--- src/logic/slave_mode_pkg.sv ---
package slave_mode_pkg;

	// register port geometry
	localparam int ADDR_W = 8;
	localparam int DATA_W = 16;

	// register byte addresses
	localparam logic [7:0] SLAVE_MODE_CONTROL_OFFSET = 8'h08;
	localparam logic [7:0] SLAVE_STATUS_OFFSET       = 8'h0C;

	// reset values
	localparam logic [15:0] SLAVE_MODE_CONTROL_RESET = 16'h0000;
	localparam logic [15:0] SLAVE_STATUS_RESET       = 16'h0000;

	// slave_mode_control field positions
	localparam int FUNC_LSB  = 0;
	localparam int FUNC_MSB  = 2;
	localparam int TSEL_LSB  = 4;
	localparam int TSEL_MSB  = 6;
	localparam int MSYNC_BIT = 7;

	// slave_status field positions
	localparam int STAT_TRIG_LEVEL = 0;
	localparam int STAT_DOWN       = 1;
	localparam int STAT_GATE_OPEN  = 2;
	localparam int STAT_TRIG_SEEN  = 3;

	// synchroniser depth in flip-flops
	localparam int SYNC_STAGES = 2;

	// slave function codes
	typedef enum logic [2:0] {
		FUNC_OFF       = 3'b000,
		FUNC_ENC_CH2   = 3'b001,
		FUNC_ENC_CH1   = 3'b010,
		FUNC_ENC_BOTH  = 3'b011,
		FUNC_RESET     = 3'b100,
		FUNC_GATED     = 3'b101,
		FUNC_TRIGGER   = 3'b110,
		FUNC_EXT_CLOCK = 3'b111
	} slave_func_t;

	// trigger source codes
	typedef enum logic [2:0] {
		TSRC_INT0    = 3'b000,
		TSRC_INT1    = 3'b001,
		TSRC_INT2    = 3'b010,
		TSRC_INT3    = 3'b011,
		TSRC_CH1_ED  = 3'b100,
		TSRC_CH1_FLT = 3'b101,
		TSRC_CH2_FLT = 3'b110,
		TSRC_EXT_FLT = 3'b111
	} trig_src_t;

	// bit positions inside the synchronised input vector
	localparam int IN_INT    = 0;
	localparam int IN_CH1_ED = 4;
	localparam int IN_CH1    = 5;
	localparam int IN_CH2    = 6;
	localparam int IN_EXT    = 7;
	localparam int IN_W      = 8;

endpackage

--- src/logic/input_edge_sync.sv ---
`timescale 1ns/100ps
module input_edge_sync
#(
	parameter int WIDTH  = 8,
	parameter int STAGES = 2
)
(
	// clock and reset
	input  wire logic             clk_i,
	input  wire logic             rst_n_i,
	// raw inputs
	input  wire logic [WIDTH-1:0] async_i,
	// synchronised level and one-cycle edges
	output logic      [WIDTH-1:0] level_o,
	output logic      [WIDTH-1:0] rise_o,
	output logic      [WIDTH-1:0] fall_o
);

	logic [WIDTH-1:0] stage [STAGES];
	logic [WIDTH-1:0] prev;
	logic [STAGES:0]  warm;

	// the first stage feeds only the next stage, never the edge logic
	always_ff @(posedge clk_i)
	begin
		if (!rst_n_i)
		begin
			for (int i = 0; i < STAGES; i++)
				stage[i] <= '0;
			prev <= '0;
			warm <= '0;
		end
		else
		begin
			stage[0] <= async_i;
			for (int i = 1; i < STAGES; i++)
				stage[i] <= stage[i-1];
			prev <= stage[STAGES-1];
			warm <= {warm[STAGES-1:0], 1'b1};
		end
	end

	assign level_o = stage[STAGES-1];
	// edges wait until the chain has refilled after reset, so a pin idling high
	// gives no false edge; a real edge in those first cycles is lost
	assign rise_o  = stage[STAGES-1] & ~prev & {WIDTH{warm[STAGES]}};
	assign fall_o  = ~stage[STAGES-1] & prev & {WIDTH{warm[STAGES]}};

endmodule

--- src/logic/slave_mode_ctrl.sv ---
`timescale 1ns/100ps
module slave_mode_ctrl
(
	// clock and reset
	input  wire logic                              clk_i,
	input  wire logic                              rst_n_i,
	// register port
	input  wire logic [slave_mode_pkg::ADDR_W-1:0] addr_i,
	input  wire logic [slave_mode_pkg::DATA_W-1:0] wdata_i,
	input  wire logic                              wr_i,
	input  wire logic                              rd_i,
	output logic      [slave_mode_pkg::DATA_W-1:0] rdata_o,
	// trigger and channel inputs
	input  wire logic [3:0]                        internal_trigger_i,
	input  wire logic                              ch1_edge_detect_i,
	input  wire logic                              ch1_filtered_input_i,
	input  wire logic                              ch2_filtered_input_i,
	input  wire logic                              ext_trigger_filtered_i,
	// counter state from the timer core
	input  wire logic                              counter_run_enable_i,
	// counter controls
	output logic                                   count_tick_o,
	output logic                                   count_down_o,
	output logic                                   counter_reset_o,
	output logic                                   update_event_o,
	output logic                                   counter_start_o,
	output logic                                   selected_trigger_input_o,
	output logic                                   master_slave_sync_enable_o
);

	// register state
	logic [slave_mode_pkg::DATA_W-1:0] slave_mode_control;
	logic [slave_mode_pkg::DATA_W-1:0] next_slave_mode_control;
	logic [slave_mode_pkg::DATA_W-1:0] next_rdata;

	// synchronised inputs
	logic [slave_mode_pkg::IN_W-1:0] in_raw;
	logic [slave_mode_pkg::IN_W-1:0] in_level;
	logic [slave_mode_pkg::IN_W-1:0] in_rise;
	logic [slave_mode_pkg::IN_W-1:0] in_fall;

	// decoded control
	slave_mode_pkg::slave_func_t func;
	logic [2:0]                  trig_sel;
	logic                        trig_level;
	logic                        trig_rise;
	logic                        ch1_edge;
	logic                        ch2_edge;
	logic                        ch1;
	logic                        ch2;

	// output and status state
	logic count_tick;
	logic count_down;
	logic counter_reset;
	logic update_event;
	logic counter_start;
	logic trig_out;
	logic msync;
	logic trig_seen;
	logic next_count_tick;
	logic next_count_down;
	logic next_counter_reset;
	logic next_update_event;
	logic next_counter_start;
	logic next_trig_out;
	logic next_msync;
	logic next_trig_seen;

	// picks one trigger source out of a vector of levels or edges
	function automatic logic select_trigger(input logic [2:0] sel,
		input logic [slave_mode_pkg::IN_W-1:0] vec);
		logic result;
		result = 1'b0;
		case (sel)
			slave_mode_pkg::TSRC_INT0:    result = vec[slave_mode_pkg::IN_INT];
			slave_mode_pkg::TSRC_INT1:    result = vec[slave_mode_pkg::IN_INT + 1];
			slave_mode_pkg::TSRC_INT2:    result = vec[slave_mode_pkg::IN_INT + 2];
			slave_mode_pkg::TSRC_INT3:    result = vec[slave_mode_pkg::IN_INT + 3];
			slave_mode_pkg::TSRC_CH1_ED:  result = vec[slave_mode_pkg::IN_CH1_ED];
			slave_mode_pkg::TSRC_CH1_FLT: result = vec[slave_mode_pkg::IN_CH1];
			slave_mode_pkg::TSRC_CH2_FLT: result = vec[slave_mode_pkg::IN_CH2];
			slave_mode_pkg::TSRC_EXT_FLT: result = vec[slave_mode_pkg::IN_EXT];
			default:                      result = 1'b0;
		endcase
		return result;
	endfunction

	assign in_raw = {ext_trigger_filtered_i, ch2_filtered_input_i, ch1_filtered_input_i,
		ch1_edge_detect_i, internal_trigger_i};

	input_edge_sync
	#(
		.WIDTH  (slave_mode_pkg::IN_W),
		.STAGES (slave_mode_pkg::SYNC_STAGES)
	)
	u_sync
	(
		.clk_i   (clk_i),
		.rst_n_i (rst_n_i),
		.async_i (in_raw),
		.level_o (in_level),
		.rise_o  (in_rise),
		.fall_o  (in_fall)
	);

	assign func     = slave_mode_pkg::slave_func_t'(
		slave_mode_control[slave_mode_pkg::FUNC_MSB:slave_mode_pkg::FUNC_LSB]);
	assign trig_sel = slave_mode_control[slave_mode_pkg::TSEL_MSB:slave_mode_pkg::TSEL_LSB];

	// edges are taken per source, so a source change alone makes no edge; a level
	// difference between old and new source can still flip the gate in gated mode
	assign trig_level = select_trigger(trig_sel, in_level);
	assign trig_rise  = select_trigger(trig_sel, in_rise);
	assign ch1        = in_level[slave_mode_pkg::IN_CH1];
	assign ch2        = in_level[slave_mode_pkg::IN_CH2];
	assign ch1_edge   = in_rise[slave_mode_pkg::IN_CH1] | in_fall[slave_mode_pkg::IN_CH1];
	assign ch2_edge   = in_rise[slave_mode_pkg::IN_CH2] | in_fall[slave_mode_pkg::IN_CH2];

	// register write and read
	always_comb
	begin
		next_slave_mode_control = slave_mode_control;
		next_rdata              = '0;
		if (wr_i && addr_i == slave_mode_pkg::SLAVE_MODE_CONTROL_OFFSET)
		begin
			// only bits 7:0 are held; bit 3 is reserved and reads zero
			next_slave_mode_control                                      = '0;
			next_slave_mode_control[slave_mode_pkg::FUNC_MSB:slave_mode_pkg::FUNC_LSB] =
				wdata_i[slave_mode_pkg::FUNC_MSB:slave_mode_pkg::FUNC_LSB];
			next_slave_mode_control[slave_mode_pkg::TSEL_MSB:slave_mode_pkg::TSEL_LSB] =
				wdata_i[slave_mode_pkg::TSEL_MSB:slave_mode_pkg::TSEL_LSB];
			next_slave_mode_control[slave_mode_pkg::MSYNC_BIT] =
				wdata_i[slave_mode_pkg::MSYNC_BIT];
		end
		if (rd_i)
		begin
			case (addr_i)
				slave_mode_pkg::SLAVE_MODE_CONTROL_OFFSET:
				begin
					next_rdata = slave_mode_control;
				end
				slave_mode_pkg::SLAVE_STATUS_OFFSET:
				begin
					next_rdata[slave_mode_pkg::STAT_TRIG_LEVEL] = trig_level;
					next_rdata[slave_mode_pkg::STAT_DOWN]       = count_down;
					next_rdata[slave_mode_pkg::STAT_GATE_OPEN]  = ~trig_level;
					next_rdata[slave_mode_pkg::STAT_TRIG_SEEN]  = trig_seen;
				end
				default:
				begin
					next_rdata = '0;
				end
			endcase
		end
	end

	// counter control per slave function
	always_comb
	begin
		next_count_tick    = 1'b0;
		next_count_down    = count_down;
		next_counter_reset = 1'b0;
		next_update_event  = 1'b0;
		next_counter_start = 1'b0;
		next_trig_out      = trig_level;
		next_msync         = slave_mode_control[slave_mode_pkg::MSYNC_BIT];
		next_trig_seen     = trig_seen | trig_rise;
		case (func)
			slave_mode_pkg::FUNC_OFF:
			begin
				next_count_tick = counter_run_enable_i;
				// function off clears the flag, but an edge in the same cycle wins
				next_trig_seen  = trig_rise;
			end
			slave_mode_pkg::FUNC_ENC_CH2:
			begin
				next_count_tick = counter_run_enable_i & ch2_edge;
				if (ch2_edge)
					next_count_down = ch1 ^ ch2;
			end
			slave_mode_pkg::FUNC_ENC_CH1:
			begin
				next_count_tick = counter_run_enable_i & ch1_edge;
				if (ch1_edge)
					next_count_down = ~(ch1 ^ ch2);
			end
			slave_mode_pkg::FUNC_ENC_BOTH:
			begin
				// a simultaneous edge on both is a glitch and is not counted
				next_count_tick = counter_run_enable_i & (ch1_edge ^ ch2_edge);
				if (ch1_edge && !ch2_edge)
					next_count_down = ~(ch1 ^ ch2);
				else if (ch2_edge && !ch1_edge)
					next_count_down = ch1 ^ ch2;
			end
			slave_mode_pkg::FUNC_RESET:
			begin
				next_count_tick    = counter_run_enable_i & ~trig_rise;
				next_counter_reset = trig_rise;
				next_update_event  = trig_rise;
			end
			slave_mode_pkg::FUNC_GATED:
			begin
				// gate only stalls ticks; counter_reset stays low here
				next_count_tick = counter_run_enable_i & ~trig_level;
			end
			slave_mode_pkg::FUNC_TRIGGER:
			begin
				next_counter_start = trig_rise & ~counter_run_enable_i;
				next_count_tick    = counter_run_enable_i;
			end
			slave_mode_pkg::FUNC_EXT_CLOCK:
			begin
				next_count_tick = counter_run_enable_i & trig_rise;
			end
			default:
			begin
				next_count_tick = 1'b0;
			end
		endcase
		if (func != slave_mode_pkg::FUNC_ENC_CH2 && func != slave_mode_pkg::FUNC_ENC_CH1
			&& func != slave_mode_pkg::FUNC_ENC_BOTH)
			next_count_down = 1'b0;
	end

	always_ff @(posedge clk_i)
	begin
		if (!rst_n_i)
		begin
			slave_mode_control <= slave_mode_pkg::SLAVE_MODE_CONTROL_RESET;
			rdata_o            <= '0;
			count_tick         <= 1'b0;
			count_down         <= 1'b0;
			counter_reset      <= 1'b0;
			update_event       <= 1'b0;
			counter_start      <= 1'b0;
			trig_out           <= 1'b0;
			msync              <= 1'b0;
			trig_seen          <= 1'b0;
		end
		else
		begin
			slave_mode_control <= next_slave_mode_control;
			rdata_o            <= next_rdata;
			count_tick         <= next_count_tick;
			count_down         <= next_count_down;
			counter_reset      <= next_counter_reset;
			update_event       <= next_update_event;
			counter_start      <= next_counter_start;
			trig_out           <= next_trig_out;
			msync              <= next_msync;
			trig_seen          <= next_trig_seen;
		end
	end

	assign count_tick_o               = count_tick;
	assign count_down_o               = count_down;
	assign counter_reset_o            = counter_reset;
	assign update_event_o             = update_event;
	assign counter_start_o            = counter_start;
	assign selected_trigger_input_o   = trig_out;
	assign master_slave_sync_enable_o = msync;

endmodule

--- config.mk ---
export PLATFORM = sky130hd
export DESIGN_NAME = slave_mode_ctrl
export DESIGN_NICKNAME = d
export VERILOG_FILES = /design/src/logic/slave_mode_pkg.sv /design/src/logic/input_edge_sync.sv /design/src/logic/slave_mode_ctrl.sv
export SDC_FILE = /design/constraint.sdc
export NUM_CORES = 1
export LEC_CHECK = 0
export ABC_AREA = 1
export BUFFER_PORTS_ARGS = -buffer_cell sky130_fd_sc_hd__buf_2
export CAP_MARGIN = 40
export CORE_MARGIN = 5
export CORE_UTILIZATION = 25
export CTS_CLUSTER_DIAMETER = 40
export DETAILED_ROUTE_END_ITERATION = 10
export GPL_TIMING_DRIVEN = 0
export PLACE_DENSITY = 0.46
export SLEW_MARGIN = 20
export SYNTH_ARGS = -nofsm -noshare
export SYNTH_HDL_FRONTEND = slang
export SYNTH_HIERARCHICAL = 1
export SYNTH_SLANG_ARGS = --single-unit
--- constraint.sdc ---
create_clock -name clk_i -period 1.73 [get_ports clk_i]
set_input_delay 0.4325 -clock clk_i [delete_from_list [all_inputs] [get_ports clk_i]]
set_output_delay 0.4325 -clock clk_i [all_outputs]
set_load 0.005 [all_outputs]
==> metrics.txt <==
list of cells traversed by the critical path=nand2_2 -> nor2_2 -> or2_4 -> ha_4 -> o21ai_2 -> a21oi_2 -> nand2_1 -> o21bai_4 -> a21oi_1; origin of the worst setup path=u_sync/warm[2]; vias=1760; worst setup timing slack at the placement stage=-0.0694 ns; Critical-path top delay cell=sky130_fd_sc_hd__dfxtp_4; critical path peak fanout=6; count of hold buffers inserted by post-cts repair=0; buffer levels on the longest clock path=2; area growth from synthesis to layout=24.9%; fraction of final layout cells with drive strength greater than 1=0.328; final clock period utilization by the worst path=0.934; power density cells=776 mW/mm2; HPWL Detailed=approximately 3400 um; vias in the first global route=1661; Via-to-Cell Ratio=3.89; IR Drop Worst-Case VDD=0.000461 V; largest stage delay on the critical path=between 0.3 and 0.4 ns; worst min path class=input pin to register; warnings from Yosys=6; remaining global-route overflow=0; area enclosed by the die boundary=0.0107 mm2; number of iterations in the first detailed-routing pass=4; total leakage power=between 1 and 1.5 nW; First DRT Iteration DRCs=41; final worst slack=between 0.1 and 0.15 ns; Max Clock Freq=0.619 GHz; category of the critical setup timing path=register to register; total wire length=~4300 um; die boundary height=104 um; number of H-tree branching levels=2; clock tree from TritonCTS=yes; Reg2Reg Setup Slack=between 0.1 and 0.15 ns; hold violation count in the final report=0; core outline area=0.00864 mm2; number of top-level design ports=60; starting density of the core=0.253; Crit. End Element=register; Clock transition at path regs=0.09 ns; reg-to-reg startpoint=u_sync/warm[2]; synthesized area divided by synthesized cell count=7.62 um2; initial antenna violation count=0; Synth Instances=287; DRC violations left=0; Clk Latency, worst-skew pair=0.30 ns; Overall Global Routing Usage=0.0827; num rows=34; required time worst endpoint=1.92 ns; largest clock skew in the final design=0.00647 ns; Worst Min Path Start=ext_trigger_filtered_i; CP top delay family=simple AND/OR/NAND/NOR gates; Routability Congestion=about 0.75; number of nets in the layout=381; Startpoint Class=register; WL per Instance=9.54 um; Synth Cell Area=between 0.002 and 0.0025 mm2; setup repair after global routing missed its margin=false; Num CTS Buffers=5; arrival time of data at the critical path endpoint=1.81 ns; Root Buffer Master=sky130_fd_sc_hd__clkbuf_8; max-slew violation total from the final report=0; total power=0.00212 W; max-cap viol count=0; input/output buffers=42; post-layout min period=1.62 ns; status=finished, final reports clean; antenna diode instance count=0; clock net sink count=49; final setup violation count=0; largest net degree at the start of global routing=17; Die Span X=approximately 100 um; Detail Route Antenna Nets=0; crit path buf inv count=0; global-route wire length before repair=about 7500 um
-- area by class of cell --
class                           instances  area, um2
Buffer                                 27        231
Clock buffer                            5       68.8
Clock inverter                          3       46.3
Fill cell                             944       5900
Inverter                               46        175
Multi-Input combinational cell        171        866
Sequential cell                        49        987
Tap cell                              108        135
Timing Repair Buffer                   43        221
-- cell usage in the layout, fill, tap and decap left out, types with 4 or more instances in the layout --
cell type / instances
sky130_fd_sc_hd__o21ai_0: 11
sky130_fd_sc_hd__conb_1: 8
sky130_fd_sc_hd__a21oi_1: 9
sky130_fd_sc_hd__nand2_2: 7
sky130_fd_sc_hd__inv_2: 4
sky130_fd_sc_hd__buf_2: 43
sky130_fd_sc_hd__clkbuf_8: 5
sky130_fd_sc_hd__dfxtp_1: 46
sky130_fd_sc_hd__inv_1: 41
sky130_fd_sc_hd__nand2_1: 65
sky130_fd_sc_hd__nor2_2: 6
sky130_fd_sc_hd__buf_4: 18
sky130_fd_sc_hd__nand3_1: 8
sky130_fd_sc_hd__nor2_1: 23
sky130_fd_sc_hd__nand4_1: 10
sky130_fd_sc_hd__buf_6: 7
-- tightest hold or removal path: cells and delay by family --
family | cells | cell delay, ns
and+or+nand+nor | 1 | 0.04
buffers and inverters | 2 | 0.11
-- routing by layer --
metal  GRT usage  routed length [um]
met5           0                   0
met1       0.102                2070
met4      0.0281                  29
met2       0.132                1900
met3      0.0317                 305
-- sequential cells by signal, indices dropped and copies added, names as in the netlist --
name and count:
count_down_o 1, counter_start_o 1, u_sync/stage 16, trig_seen 1, count_tick_o 1, selected_trigger_input_o 1
slave_mode_control 7, u_sync/warm 3, rdata_o 8, update_event_o 1, u_sync/prev 8, master_slave_sync_enable_o 1
-- where the power goes --
part	switching (W)	leakage [nW]	total, W	internal, W
clock	0.000379	0.0543	0.000812	0.000433
sequential	0.0000132	0.401	0.00117	0.00115
combinational	0.0000653	0.998	0.000140	0.0000750
-- worst paths after layout --
path	endpoint	cells past startpoint
hold / removal	u_sync/stage[0][7]	3
hold reg to reg	u_sync/warm[2]	2
setup / recovery	count_tick_o	9
setup reg to reg	count_tick_o	9
-- timing repair --
action | in CTS | in global routing
resized for setup | 2 | 16
buffers inserted | 0 | 1
endpoints found under the setup margin | 2 | 2
pin swaps | 1 | 9
-- stage by stage --
step                cells  instance area (um2)  hold WS, ns  setup TNS (ns)   util
global placement      444                 2560        0.393          -0.121  0.296
floorplan             294                 2210        0.390               0      -
CTS                   452                 2690        0.292               0  0.311
finish                452                 2730        0.302               0  0.316
global route          452                 2730        0.297               0  0.316
detailed placement    444                 2560        0.395          -0.110  0.296
No activity file was read; power rests on OpenSTA's default activity.
